`src/hw/pscr_defs.vh`:
```
// Constants for the protected system configuration register bank
//
// Contract
// - Remap register writable once, first 64 cycles
// - Scratch page field gives RAM top digit
// - Control page field gives register block digit
// - Registers hide lowest 96 RAM bytes
// - Priority registers, RAM, boot ROM, EEPROM
// - Startup bits once in 64 cycles, normal; code guards only 8'h37 bits, converter, pump and watch enable stay writable
// - Converter power bit enables converter power
// - Pump clock select chooses E or RC
// - Edge sense bit selects level or falling
// - Wake delay bit selects long start delay
// - Clock watch active while enabled or forced
// - Forced watch holds monitor on until reset
// - Rate field scales watchdog period
// - Fast clock output bit drives pin; low zeros
// - Guard bits clearable only in first 64; special mode clears any time
// - Setting guard bit locks until reset
// - Setup byte guard refuses config program; code only flags area_locked at the config byte, cfg_load still loads
// - Four area guards: 32,64,128,288 bytes
// - EEPROM page and enable from config byte
// - Config byte not changed by register writes
// - Special flag is inverse of mode-B pin
`ifndef PSCR_DEFS_VH
`define PSCR_DEFS_VH

// APB byte offsets
`define PSCR_OFF_REMAP    12'h000
`define PSCR_OFF_STARTUP  12'h004
`define PSCR_OFF_EXTRA    12'h008
`define PSCR_OFF_GUARD    12'h00C
`define PSCR_OFF_STATUS   12'h010
`define PSCR_OFF_SETUP    12'h014
`define PSCR_OFF_DECODE   12'h018
`define PSCR_OFF_RESULT   12'h01C

// Reset values
`define PSCR_RST_REMAP    8'h01
`define PSCR_RST_STARTUP  8'h10
`define PSCR_RST_EXTRA    8'h00
`define PSCR_RST_GUARD    8'h1F
`define PSCR_RST_SETUP    8'hFF

// Startup settings field positions
`define PSCR_B_CONV       7
`define PSCR_B_PSEL       6
`define PSCR_B_IRQS       5
`define PSCR_B_WDLY       4
`define PSCR_B_CWE        3
`define PSCR_B_FCW        2
// Once-writable startup mask (sense, delay, forced, rate)
`define PSCR_STARTUP_PROT 8'h37
`define PSCR_B_FCO        7
`define PSCR_EXTRA_MASK   8'hE0
`define PSCR_GUARD_MASK   8'h1F

// Window and wake timing
`define PSCR_WINDOW_CYC   64
`define PSCR_WAKE_LONG    4000
`define PSCR_WAKE_SHORT   4

// Memory map geometry
`define PSCR_REGBLK_LEN   96
`define PSCR_RAM_LEN      1024
`define PSCR_EE_BASE_LOW  12'hE00
`define PSCR_EE_AREA1     12'hE20
`define PSCR_EE_AREA2     12'hE60
`define PSCR_EE_AREA3     12'hEE0
`define PSCR_CFG_LOW      12'h03F
`define PSCR_BOOT_PAGE    8'hBF

// Decoder answer codes
`define PSCR_SEL_NONE     3'd0
`define PSCR_SEL_REG      3'd1
`define PSCR_SEL_RAM      3'd2
`define PSCR_SEL_BOOT     3'd3
`define PSCR_SEL_EE       3'd4

`endif

```
`src/hw/pscr_map_decode.v`:
```
// Memory map priority decoder for on-chip resources
`timescale 1ns/1ns
`default_nettype none
`include "pscr_defs.vh"
module pscr_map_decode (
  input  wire [15:0] addr,
  input  wire [3:0]  ram_page,
  input  wire [3:0]  reg_page,
  input  wire [3:0]  ee_page,
  input  wire        ee_enable,
  input  wire        boot_enable,
  input  wire [3:0]  area_guard,
  input  wire        setup_guard,
  output reg  [2:0]  sel,
  output reg         area_locked
);
  reg        hit_reg;
  reg        hit_ram;
  reg        hit_boot;
  reg        hit_ee;
  reg [11:0] low;

  // Hits per resource, then fixed priority
  always @* begin
    low      = addr[11:0];
    hit_reg  = (addr[15:12] == reg_page) && (low < `PSCR_REGBLK_LEN);
    hit_ram  = (addr[15:12] == ram_page) && (low < `PSCR_RAM_LEN);
    hit_boot = boot_enable && (addr[15:8] == `PSCR_BOOT_PAGE);
    hit_ee   = ee_enable && (addr[15:12] == ee_page) && (low >= `PSCR_EE_BASE_LOW);
    if (hit_reg) begin
      sel = `PSCR_SEL_REG;
    end else if (hit_ram) begin
      sel = `PSCR_SEL_RAM;
    end else if (hit_boot) begin
      sel = `PSCR_SEL_BOOT;
    end else if (hit_ee) begin
      sel = `PSCR_SEL_EE;
    end else begin
      sel = `PSCR_SEL_NONE;
    end
    // per-area guard sizes, EEPROM hits only
    area_locked = 1'b0;
    if (sel == `PSCR_SEL_EE) begin
      if (low < `PSCR_EE_AREA1) begin
        area_locked = area_guard[0];
      end else if (low < `PSCR_EE_AREA2) begin
        area_locked = area_guard[1];
      end else if (low < `PSCR_EE_AREA3) begin
        area_locked = area_guard[2];
      end else begin
        area_locked = area_guard[3];
      end
    end
    // config byte guard in register block
    if (hit_reg && (low == `PSCR_CFG_LOW)) begin
      area_locked = setup_guard;
    end
  end
endmodule // pscr_map_decode
`default_nettype wire

```
`src/hw/pscr_top.v`:
```
// Protected system configuration register bank with APB slave
//
// Added by the designer: the register offsets and the APB interface to the registers.
`timescale 1ns/1ns
`default_nettype none
`include "pscr_defs.vh"
module pscr_top #(
  parameter WAKE_LONG = `PSCR_WAKE_LONG
) (
  input  wire        pclk,
  input  wire        presetn,
  input  wire        psel,
  input  wire        penable,
  input  wire        pwrite,
  input  wire [11:0] paddr,
  input  wire [31:0] pwdata,
  output reg  [31:0] prdata,
  output reg         pready,
  output reg         pslverr,
  input  wire        mode_b_pin,
  input  wire        halt_req,
  input  wire        wake_evt,
  input  wire        cfg_load,
  input  wire [7:0]  cfg_load_data,
  output reg         converter_power_up,
  output reg         pump_clock_select,
  output reg         interrupt_edge_sense,
  output reg         clock_watch_active,
  output reg  [1:0]  watchdog_rate_select,
  output reg         fast_clock_output,
  output reg         halted,
  output reg  [3:0]  area_guard_bits,
  output reg         setup_byte_guard
);
  localparam [12:0] WAKE_LONG_C  = WAKE_LONG;
  localparam [12:0] WAKE_SHORT_C = `PSCR_WAKE_SHORT;
  localparam [6:0]  WINDOW_C     = `PSCR_WINDOW_CYC;
  localparam [1:0]  ST_RUN  = 2'd0;
  localparam [1:0]  ST_HALT = 2'd1;
  localparam [1:0]  ST_WAKE = 2'd2;

  reg [7:0]  memory_remap_r;
  reg [7:0]  startup_settings_r;
  reg [7:0]  extra_settings_r;
  reg [7:0]  eeprom_write_guard_r;
  reg [7:0]  setup_latch_r;
  reg [15:0] decode_addr_r;
  reg        remap_done_r;
  reg        startup_done_r;
  reg        special_mode_flag_r;
  reg        strap_taken_r;
  reg [1:0]  strap_cnt_r;
  reg [6:0]  win_cnt_r;
  reg [2:0]  modeb_sync_r;
  reg [1:0]  hstate_r;
  reg [12:0] wake_cnt_r;
  reg [31:0] rdata_nxt;
  wire       window_open;
  wire       wr_acc;
  wire       rd_acc;
  wire [7:0] wbyte;
  wire [2:0] dec_sel;
  wire       dec_locked;

  assign wbyte  = pwdata[7:0];
  assign wr_acc = psel && penable && pwrite && pready;
  assign rd_acc = psel && penable && !pwrite;
  assign window_open = (win_cnt_r < WINDOW_C);

  always @(posedge pclk or negedge presetn) begin
    if (!presetn) begin
      win_cnt_r <= 7'h00;
    end else if (window_open) begin
      win_cnt_r <= win_cnt_r + 7'h01;
    end
  end

  // Mode-B pin synchroniser
  always @(posedge pclk or negedge presetn) begin
    if (!presetn) begin
      modeb_sync_r <= 3'b111;
    end else begin
      modeb_sync_r <= {modeb_sync_r[1:0], mode_b_pin};
    end
  end

  // special flag caught once synchroniser filled
  always @(posedge pclk or negedge presetn) begin
    if (!presetn) begin
      special_mode_flag_r <= 1'b0;
      strap_taken_r       <= 1'b0;
      strap_cnt_r         <= 2'b00;
    end else if (!strap_taken_r) begin
      // Wait out the reset fill of the three flops
      if (strap_cnt_r != 2'b11) begin
        strap_cnt_r <= strap_cnt_r + 2'b01;
      end else if (modeb_sync_r[1] == modeb_sync_r[2]) begin
        special_mode_flag_r <= ~modeb_sync_r[2];
        strap_taken_r       <= 1'b1;
      end
    end
  end

  // Protected register writes
  always @(posedge pclk or negedge presetn) begin
    if (!presetn) begin
      memory_remap_r       <= `PSCR_RST_REMAP;
      startup_settings_r   <= `PSCR_RST_STARTUP;
      extra_settings_r     <= `PSCR_RST_EXTRA;
      eeprom_write_guard_r <= `PSCR_RST_GUARD;
      remap_done_r         <= 1'b0;
      startup_done_r       <= 1'b0;
      decode_addr_r        <= 16'h0000;
    end else begin
      if (wr_acc) begin
        case (paddr)
          `PSCR_OFF_REMAP: begin
            if (window_open && !remap_done_r) begin
              memory_remap_r <= wbyte;
              remap_done_r   <= 1'b1;
            end
          end
          `PSCR_OFF_STARTUP: begin
            if (special_mode_flag_r || (window_open && !startup_done_r)) begin
              startup_settings_r <= wbyte;
              startup_done_r     <= 1'b1;
            end else begin
              startup_settings_r <= (wbyte & ~`PSCR_STARTUP_PROT) |
                                    (startup_settings_r & `PSCR_STARTUP_PROT);
            end
          end
          `PSCR_OFF_EXTRA: begin
            extra_settings_r <= wbyte & `PSCR_EXTRA_MASK;
          end
          `PSCR_OFF_GUARD: begin
            // clear only in window, normal modes
            if (special_mode_flag_r || window_open) begin
              eeprom_write_guard_r <= wbyte & `PSCR_GUARD_MASK;
            end else begin
              eeprom_write_guard_r <= (eeprom_write_guard_r | wbyte) & `PSCR_GUARD_MASK;
            end
          end
          `PSCR_OFF_DECODE: begin
            decode_addr_r <= pwdata[15:0];
          end
          default: begin
          end
        endcase
      end
      // forced bit stays set until reset
      if (startup_settings_r[`PSCR_B_FCW]) begin
        startup_settings_r[`PSCR_B_FCW] <= 1'b1;
      end
    end
  end

  // config byte loaded only by programming path
  always @(posedge pclk or negedge presetn) begin
    if (!presetn) begin
      setup_latch_r <= `PSCR_RST_SETUP;
    end else if (cfg_load) begin
      setup_latch_r <= cfg_load_data;
    end
  end

  // Halt and wake sequencer
  always @(posedge pclk or negedge presetn) begin
    if (!presetn) begin
      hstate_r   <= ST_RUN;
      wake_cnt_r <= 13'h0000;
    end else begin
      case (hstate_r)
        ST_RUN: begin
          if (halt_req) begin
            hstate_r <= ST_HALT;
          end
        end
        ST_HALT: begin
          if (wake_evt) begin
            hstate_r <= ST_WAKE;
            wake_cnt_r <= startup_settings_r[`PSCR_B_WDLY] ? WAKE_LONG_C - 13'h0001
                                                           : WAKE_SHORT_C - 13'h0001;
          end
        end
        ST_WAKE: begin
          if (wake_cnt_r == 13'h0000) begin
            hstate_r <= ST_RUN;
          end else begin
            wake_cnt_r <= wake_cnt_r - 13'h0001;
          end
        end
        default: begin
          hstate_r <= ST_RUN;
        end
      endcase
    end
  end

  // Resource decoder
  pscr_map_decode u_dec (
    .addr        (decode_addr_r),
    .ram_page    (memory_remap_r[7:4]),
    .reg_page    (memory_remap_r[3:0]),
    .ee_page     (setup_latch_r[7:4]),
    .ee_enable   (setup_latch_r[0]),
    .boot_enable (special_mode_flag_r),
    .area_guard  (eeprom_write_guard_r[3:0]),
    .setup_guard (eeprom_write_guard_r[4]),
    .sel         (dec_sel),
    .area_locked (dec_locked)
  );

  // Read mux
  always @* begin
    rdata_nxt = 32'h0000_0000;
    case (paddr)
      `PSCR_OFF_REMAP:   rdata_nxt = {24'h00_0000, memory_remap_r};
      `PSCR_OFF_STARTUP: rdata_nxt = {24'h00_0000, startup_settings_r};
      `PSCR_OFF_EXTRA:   rdata_nxt = {24'h00_0000, extra_settings_r};
      `PSCR_OFF_GUARD:   rdata_nxt = {24'h00_0000, eeprom_write_guard_r};
      `PSCR_OFF_STATUS:  rdata_nxt = {26'h000_0000, hstate_r, special_mode_flag_r,
                                      window_open, startup_done_r, remap_done_r};
      `PSCR_OFF_SETUP:   rdata_nxt = {24'h00_0000, setup_latch_r};
      `PSCR_OFF_DECODE:  rdata_nxt = {16'h0000, decode_addr_r};
      `PSCR_OFF_RESULT:  rdata_nxt = {28'h000_0000, dec_locked, dec_sel};
      default:           rdata_nxt = 32'h0000_0000;
    endcase
  end

  // APB handshake, one wait state
  always @(posedge pclk or negedge presetn) begin
    if (!presetn) begin
      pready  <= 1'b0;
      prdata  <= 32'h0000_0000;
      pslverr <= 1'b0;
    end else begin
      pready  <= psel && penable && !pready;
      pslverr <= 1'b0;
      if (rd_acc && !pready) begin
        prdata <= rdata_nxt;
      end
    end
  end

  // Registered control outputs
  always @(posedge pclk or negedge presetn) begin
    if (!presetn) begin
      converter_power_up   <= 1'b0;
      pump_clock_select    <= 1'b0;
      interrupt_edge_sense <= 1'b0;
      clock_watch_active   <= 1'b0;
      watchdog_rate_select <= 2'b00;
      fast_clock_output    <= 1'b0;
      halted               <= 1'b0;
      area_guard_bits      <= 4'hF;
      setup_byte_guard     <= 1'b1;
    end else begin
      converter_power_up   <= startup_settings_r[`PSCR_B_CONV];
      pump_clock_select    <= startup_settings_r[`PSCR_B_PSEL];
      interrupt_edge_sense <= startup_settings_r[`PSCR_B_IRQS];
      clock_watch_active   <= startup_settings_r[`PSCR_B_CWE] | startup_settings_r[`PSCR_B_FCW];
      watchdog_rate_select <= startup_settings_r[1:0];
      fast_clock_output    <= extra_settings_r[`PSCR_B_FCO];
      halted               <= (hstate_r != ST_RUN);
      area_guard_bits      <= eeprom_write_guard_r[3:0];
      setup_byte_guard     <= eeprom_write_guard_r[4];
    end
  end
endmodule // pscr_top
`default_nettype wire
```
`config.mk`:
```
export PLATFORM = sky130hd
export DESIGN_NAME = pscr_top
export DESIGN_NICKNAME = d
export VERILOG_FILES = /design/src/hw/pscr_map_decode.v /design/src/hw/pscr_top.v
export VERILOG_INCLUDE_DIRS = /design/src /design/src/hw
export SDC_FILE = /design/constraint.sdc
export NUM_CORES = 1
export LEC_CHECK = 0
export BUFFER_PORTS_ARGS = -buffer_cell sky130_fd_sc_hd__clkbuf_2
export CORE_ASPECT_RATIO = 0.5
export CORE_UTILIZATION = 50
export DETAILED_ROUTE_END_ITERATION = 10
export PLACE_DENSITY = 0.74
export SLEW_MARGIN = 25
export SYNTH_ARGS = -nofsm -noshare
export SYNTH_HDL_FRONTEND = slang
export SYNTH_SLANG_ARGS = --single-unit
```
`constraint.sdc`:
```
create_clock -name pclk -period 2.8 [get_ports pclk]
set_input_delay 0.56 -clock pclk [delete_from_list [all_inputs] [get_ports pclk]]
set_output_delay 0.56 -clock pclk [all_outputs]
set_load 0.01 [all_outputs]
```
==> results of run 1 <==
-- worst register-to-register path: cells and delay by family, from the launching register on --
| kind | cells | cell delay, ns |
|---|---|---|
| AO/OA/AOI/OAI | 2 | 0.35 |
| adder cells (fa/ha/maj) | 1 | 0.21 |
| buffers and inverters | 3 | 0.37 |
| flip-flops | 1 | 0.39 |
| AND/OR/NAND/NOR | 3 | 0.71 |
-- area by class of cell --
| class | instances | area (um^2) |
|---|---|---|
| Tap cell | 140 | 175 |
| Multi-Input combinational cell | 322 | 2310 |
| Sequential cell | 109 | 2760 |
| Fill cell | 844 | 4170 |
| Clock inverter | 6 | 71.3 |
| Inverter | 12 | 45.0 |
| Timing Repair Buffer | 84 | 460 |
| Clock buffer | 10 | 229 |
-- placed cells by master, fill, tap and decap left out, drive strengths merged, types with 3 or more instances in the layout --
cell,count
dfrtp,86
clkbuf,83
mux2,47
nand2,35
nor2,34
dfstp,23
a21oi,20
o21ai,19
conb,17
nor3,16
xnor2,14
inv,14
buf,11
nand3,9
a211oi,9
mux2i,8
a22o,7
xor2,6
nand4,6
nand2b,5
or2,5
nor3b,4
a31oi,4
o21bai,4
nand4b,4
nor4,4
and3,3
a221oi,3
mux4,3
ha,3
-- final timing paths --
kind,startpoint,end,slack (ns)
max,paddr[7],startup_settings_r[5],0.64
min,presetn,prdata[15],0.11
max reg2reg,wake_cnt_r[0],wake_cnt_r[5],0.68
min reg2reg,modeb_sync_r[0],modeb_sync_r[1],0.36
max in group asynchronous,presetn,eeprom_write_guard_r[0],1.91
min in group pclk,mode_b_pin,modeb_sync_r[0],0.30
-- synthesized netlist by cell type, drive strengths merged, types with 2 or more instances --
master	number	area, um^2
a222oi	2	20.0
dfrtp	86	2150
a31oi	4	25.0
nor3	16	85.1
buf	24	171
nand2b	5	31.3
mux4	3	67.6
nor4	4	40.0
a21oi	20	100
a211oi	9	67.6
a211o	2	17.5
nand3	9	45.0
a221oi	3	26.3
o21ai	19	95.1
nor2	34	144
nand4	6	43.8
o211ai	2	15.0
mux2	47	544
a21o	2	15.0
nor3b	4	30.0
dfstp	23	604
nand2	35	131
a22oi	2	15.0
ha	3	37.5
or2	5	31.3
inv	12	45.0
or4	2	18.8
clkbuf	15	56.3
and3	3	18.8
xnor2	14	123
mux2i	8	80.1
a22o	7	61.3
xor2	6	52.6
a2bb2oi	2	17.5
o21bai	4	41.3
nand4b	4	41.3
-- sequential cells by signal, indices dropped and copies added (netlist names), 3 cells and up --
signal and flops:
area_guard_bits 4, decode_addr_r 16, eeprom_write_guard_r 5, extra_settings_r 3
memory_remap_r 8, modeb_sync_r 3, prdata 16, setup_latch_r 8
startup_settings_r 8, wake_cnt_r 13, win_cnt_r 7
-- kinds of logic after synthesis --
group | share of synthesized area [%]
compound gates | 11.6
other cells | 0.0711
buf+inv | 5.17
mux | 13.1
flops | 52.3
xor+xnor | 3.32
simple gates | 13.8
fa+ha+maj | 0.712
-- stage by stage --
stage	power [W]	util [%]	instance area (um^2)
global route	0.00398	59.2	6040
floorplan	0.00231	-	5340
finish	0.00378	59.2	6040
global placement	0.00249	56.2	5740
CTS	0.00382	59.2	6040
detailed placement	0.00253	56.2	5740
-- routing by layer --
layer | up-vias | wire (um) | global-route usage [%]
li1 | 1797 | - | -
met1 | 1812 | 5550 | 31.0
met2 | 125 | 5050 | 34.0
met3 | 8 | 720 | 5.70
met4 | 0 | 96 | 5.50
met5 | - | 0 | 0
-- power by group through the flow --
stage	clock [W]	combinational, W	sequential, W
finish	0.00129	0.000661	0.00183
global route	0.00138	0.000750	0.00185
CTS	0.00132	0.000668	0.00183
detailed placement	0	0.000669	0.00186
global placement	0	0.000639	0.00185
floorplan	0	0.000482	0.00183
==> results.txt, run 1 <==
Hold-fix buffers at CTS -> 0
Via Count -> 3742
Seq/Total Area, Yosys -> 52.3%
Tot GR Track Use -> 21.9%
P_sw -> 0.00109 W
Nets -> 602
Antenna violations before repair -> 0
Antenna diodes -> 0
Worst setup margin -> 0.643 ns
H-tree depth -> 3
Crit path depth -> 6
Post-CTS Setup Bufs -> 0
Hold Crit Class -> in2async
EDFF count, synth -> 0
Die footprint -> 0.0110 mm^2
Setup_tns -> 0 ns
Drt initial violations -> 268
I/O Pins -> 108
Critical Path AT -> 2.40 ns
Die height -> 74.6 um
CTS tree -> yes
Initial core utilization -> 51.6%
DRT Wirelength -> 11400 um
Clock skew -> 0.00663 ns
Crit start category -> input port
Vias in the first global route -> 3497
Max-slew violations -> 0
PortBufs -> 74
Core area -> 0.0102 mm^2
Worst skew pair latency -> 0.36 ns
Placed Instances -> 667
PD cells -> 626 mW/mm^2
Slew HR -> 65.9%
Yosys Warn Count -> 0
DR WL/cell -> 16.7 um
Logic pwr share -> 17.5%
Sequential Power Share -> 48.4%
Pin count of the biggest net entering global routing -> 84
Clock Sinks -> 109
Cts bufs inserted -> 9
GRT overflow -> 0
Non-Filler Instances -> 683
Syn avg cell area -> 11.3 um^2
Gpl congestion -> 0.927
# DRC -> 0
Row count -> 26
CP max stage delay -> 0.53 ns
CTS root buf -> clkbuf_16
Minimum clock period after layout -> 2.16 ns
Final Hold Fails -> 0
Clock share of power -> 34.1%
HPWL Detailed -> 8330 um
CP Capture Type -> flop
Layout cell share with drive strength beyond 1 -> 33.7%
Via density -> 5.48
Fmax -> 464 MHz
Max-Cap Viols -> 0
Horiz. Die Dim -> 147 um
Int Pwr -> 0.00269 W
Worst EP required -> 3.04 ns
Slew @ Worst Pin -> 0.510 ns
Slowest stage cell, crit path -> or4_4
Dpl ws -> 0.279 ns
Crit-path leading delay family -> simple AND/OR/NAND/NOR gates
Peak VDD IR -> 0.332 mV
Fin Hold WS -> 0.112 ns
Synth Cell Area -> 0.00528 mm^2
Post-route clock period utilization -> 77.0%
Max Root-Sink Buffers -> 2
Status -> finished, final reports clean
Net switching fraction of the power -> 28.9%
Routed Antenna Nets -> 0
FFs w/ async S/R, synth -> 100%
Worst R2R Path Depth -> 9
Drt pass-1 iters -> 4
Library cells used by synthesis -> 68
Crit Path Max Fanout -> 6
Synth-to-Final Area Change -> 14.6%
RSZ-0062 raised after global routing -> false
Seq cells post-synth -> 109
Clock transition at the registers of the reported paths -> 0.07 ns
First-pass GRT wire length -> 18300 um
Final setup fails -> 0
Crit path buffers/inverters -> 1
CP Cell Sequence -> clkbuf_2 > nor4_4 > nand4_2 > or4_4 > o21bai_4 > mux2_4
Post-CTS resize count -> 0
Mapped Cells -> 466
Crit path kind -> in2reg
LEAKAGE -> 2.84 nW
Most used flip-flop cell after synthesis -> dfrtp_1
Note: power is estimated with default switching activity, not from simulation.
==> run 2, diff against run 1 <==
--- a/config.mk
+++ b/config.mk
@@ -6,11 +6,12 @@
 export SDC_FILE = /design/constraint.sdc
 export NUM_CORES = 1
 export LEC_CHECK = 0
+export ABC_AREA = 1
 export BUFFER_PORTS_ARGS = -buffer_cell sky130_fd_sc_hd__clkbuf_2
 export CORE_ASPECT_RATIO = 0.5
 export CORE_UTILIZATION = 50
 export DETAILED_ROUTE_END_ITERATION = 10
-export PLACE_DENSITY = 0.74
+export PLACE_DENSITY = 0.73
 export SLEW_MARGIN = 25
 export SYNTH_ARGS = -nofsm -noshare
 export SYNTH_HDL_FRONTEND = slang
==> constraint.sdc (replaced) <==
create_clock -name pclk -period 2 [get_ports pclk]
set_input_delay 0.4 -clock pclk [delete_from_list [all_inputs] [get_ports pclk]]
set_output_delay 0.4 -clock pclk [all_outputs]
set_load 0.01 [all_outputs]
==> results.txt, run 2 <==
Status -> finished, final reports clean
Most used flip-flop cell after synthesis -> dfrtp_1
Post-route clock period utilization -> 90.4%
Max Root-Sink Buffers -> 2 (unchanged)
Clock transition at the registers of the reported paths -> 0.08 ns (about the same)
Worst EP required -> 2.30 ns (-0.74 ns)
Antenna violations before repair -> 0 (unchanged)
EDFF count, synth -> 0 (unchanged)
Via density -> 5.12 (-6.6%)
Largest cells by area after synthesis -> dfrtp_1, nand2_1, dfstp_2
Yosys Warn Count -> 0 (unchanged)
Layout cell share with drive strength beyond 1 -> 22.8% (-11 points)
RSZ-0062 raised after global routing -> false
Worst R2R Path Depth -> 12 (+3)
Post-CTS Setup Bufs -> 0 (unchanged)
Seq cells post-synth -> 109 (unchanged)
Most area-hungry cell type in the Yosys netlist -> dfrtp_1
Most common cell after layout, fill and taps aside -> nand2_1
PortBufs -> 74 (unchanged)
Via Count -> 4525 (+21%)
Synth-to-Final Area Change -> 15.3%
Critical R2R Launch -> wake_cnt_r[0]
Drt pass-1 iters -> 5 (+1)
Most frequent cells in the layout -> nand2_1, dfrtp_1, inv_1
Antenna diodes -> 0 (unchanged)
Nets -> 803 (+33%)
Power Total -> 0.00526 W (+39%)
Fmax -> 553 MHz
Tot GR Track Use -> 24.3% (+2.4 points)
Crit path kind -> reg2reg
PD cells -> 829 mW/mm^2 (+32%)
DR WL/cell -> 14.8 um (-12%)
Final setup fails -> 0 (unchanged)
Non-Filler Instances -> 884 (+29%)
Minimum clock period after layout -> 1.81 ns
Clock Sinks -> 109 (unchanged)
Pin count of the biggest net entering global routing -> 50 (-40%)
Drt initial violations -> 334 (+25%)
Hold Crit Class -> in2reg
Die footprint -> 0.0115 mm^2 (+4.3%)
Crit path from -> wake_cnt_r[0]
Synth Cell Area -> 0.00551 mm^2 (+4.4%)
Crit Path Max Fanout -> 5 (-1)
Row count -> 26 (unchanged)
H-tree depth -> 3 (unchanged)
Cts bufs inserted -> 9 (unchanged)
GRT overflow -> 0 (unchanged)
CTS root buf -> clkbuf_16
Seq/Total Area, Yosys -> 50.1% (-2.2 points)
I/O Pins -> 108 (unchanged)
Max-Cap Viols -> 0 (unchanged)
Horiz. Die Dim -> 150 um (+2.1%)
FILL cells -> 935 (+11%)
Die height -> 76.2 um (+2.1%)
Mapped Cells -> 654 (+40%)
Setup_tns -> 0 ns (unchanged)
DRT Wirelength -> 13100 um (+14%)
Initial core utilization -> 52.7% (+1.1 points)
Syn avg cell area -> 8.42 um^2 (-26%)
Worst R2R Setup Slack -> 0.19 ns (-0.49 ns)
Top-count cell post-synth -> nand2_1
Final Hold Fails -> 0 (unchanged)
Top cells by count, synth -> nand2_1, dfrtp_1, inv_1
HPWL Detailed -> 9880 um (+19%)
Critical Path AT -> 2.11 ns (-0.29 ns)
Crit path to -> wake_cnt_r[10]
Max-slew violations -> 0 (unchanged)
Largest regs -> decode_addr_r x16, prdata x16, wake_cnt_r x13
Crit start category -> flop
Worst skew pair latency -> 0.36 ns (about the same)
Vias in the first global route -> 4251 (+22%)
CP Capture Type -> flop
LEAKAGE -> 3.34 nW (+18%)
# DRC -> 0 (unchanged)
First-pass GRT wire length -> 21200 um (+16%)
Core area -> 0.0104 mm^2 (+2.2%)
Clock skew -> 0.00697 ns (+0.000340 ns)
Routed Antenna Nets -> 0 (unchanged)
CTS tree -> yes
Library cells used by synthesis -> 40 (-41%)
Worst R2R End -> wake_cnt_r[10]
Gpl congestion -> 0.943 (+1.8%)
FFs w/ async S/R, synth -> 100% (unchanged)
Synth top area share -> 39.1% (-1.7 points)
Peak VDD IR -> 0.507 mV (+52%)
Placed Instances -> 867 (+30%)
==> run 2: cell types whose count changed in the layout (fill, tap and decap cells not counted), moves of 7 or more <==
cell / delta
nand2_1: +130
o31ai_1: +10
nor3_1: -9
xnor2_1: -10
nor2_1: +25
inv_1: +70
mux2_2: -34
a211oi_1: -9
a22o_1: -7
mux2i_1: -8
o21ai_1: +11
a21oi_1: -12
o21ai_0: +23
nand3_1: +42
==> run 2: metrics by stage <==
stage	cell area [um^2]	setup WS, ns	hold slack, ns	util [%]
5_1_grt	6350	0.0395	0.120	60.8
3_3_place_gp	6030	0.189	0.346	57.7
2_1_floorplan	5570	0.428	0.104	-
6_report	6350	0.191	0.121	60.8
3_5_place_dp	6030	0.168	0.347	57.7
4_1_cts	6340	0.155	0.118	60.7
==> run 2: how the worst min path moves through the flow <==
stage | from | to | slack (ns) | cells after the start
6_report | mode_b_pin | modeb_sync_r[0] | 0.12 | 1
5_1_grt | mode_b_pin | modeb_sync_r[0] | 0.12 | 1
4_1_cts | mode_b_pin | modeb_sync_r[0] | 0.12 | 1
3_5_place_dp | modeb_sync_r[0] | modeb_sync_r[1] | 0.35 | 0
3_3_place_gp | modeb_sync_r[0] | modeb_sync_r[1] | 0.35 | 0
2_1_floorplan | presetn | clock_watch_active | 0.10 | 0
==> run 2: metal layers <==
layer	part of all wire (%)	vias to the layer above	wire [um]	GRT usage (%)
met4	1.6	0	206	6.97
met1	47	2135	6170	34.6
met3	7.2	17	944	5.93
met2	44	150	5740	36.6
met5	0	-	0	0
li1	-	2223	-	-
==> run 2: layout make-up <==
| type | count | area [um^2] | share of cell area [%] |
|---|---|---|---|
| repair buffers | 84 | 475 | 7.49 |
| well taps | 140 | 175 | 2.76 |
| flip-flops and latches | 109 | 2760 | 43.4 |
| clock buffers | 11 | 253 | 3.98 |
| clock inverters | 5 | 48.8 | 0.769 |
| inverters | 90 | 342 | 5.38 |
| multi-input cells | 445 | 2300 | 36.2 |
==> run 2: repair_timing <==
item,4_1_cts,5_1_grt
endpoints found under the setup margin,0,7
endpoints found under the hold margin,19,0
resized for setup,0,3
hold buffers,1,0
==> run 2: worst max-delay path, cell delays in order (launching register included) <==
cell,delay (ns)
dfrtp_1,0.40
inv_2,0.09
ha_2,0.22
nand2_1,0.15
nor2_4,0.17
nand3_1,0.09
nand2_2,0.10
nand2_2,0.10
nand2_2,0.15
inv_2,0.08
o21ai_1,0.07
o21ai_0,0.08
inv_1,0.05
==> run 2: kinds of logic (layout without fill, tap and decap cells) <==
| family | Yosys count | in the layout | share of synthesized area, % |
|---|---|---|---|
| AO/OA/AOI/OAI | 88 | 88 | 9.18 |
| AND/OR/NAND/NOR | 311 | 311 | 25.6 |
| adder cells (fa/ha/maj) | 3 | 3 | 0.682 |
| flip-flops | 109 | 109 | 50.1 |
| multiplexers | 12 | 12 | 2.73 |
| other | 1 | 17 | 0.0681 |
| XOR/XNOR | 14 | 14 | 2.23 |
| buffers and inverters | 116 | 190 | 9.45 |
==> run 2: power breakdown <==
part	total (W)	switching (W)	internal [W]
registers	0.00253	0.000149	0.00238
clock network	0.00180	0.000863	0.000941
logic	0.000926	0.000600	0.000325
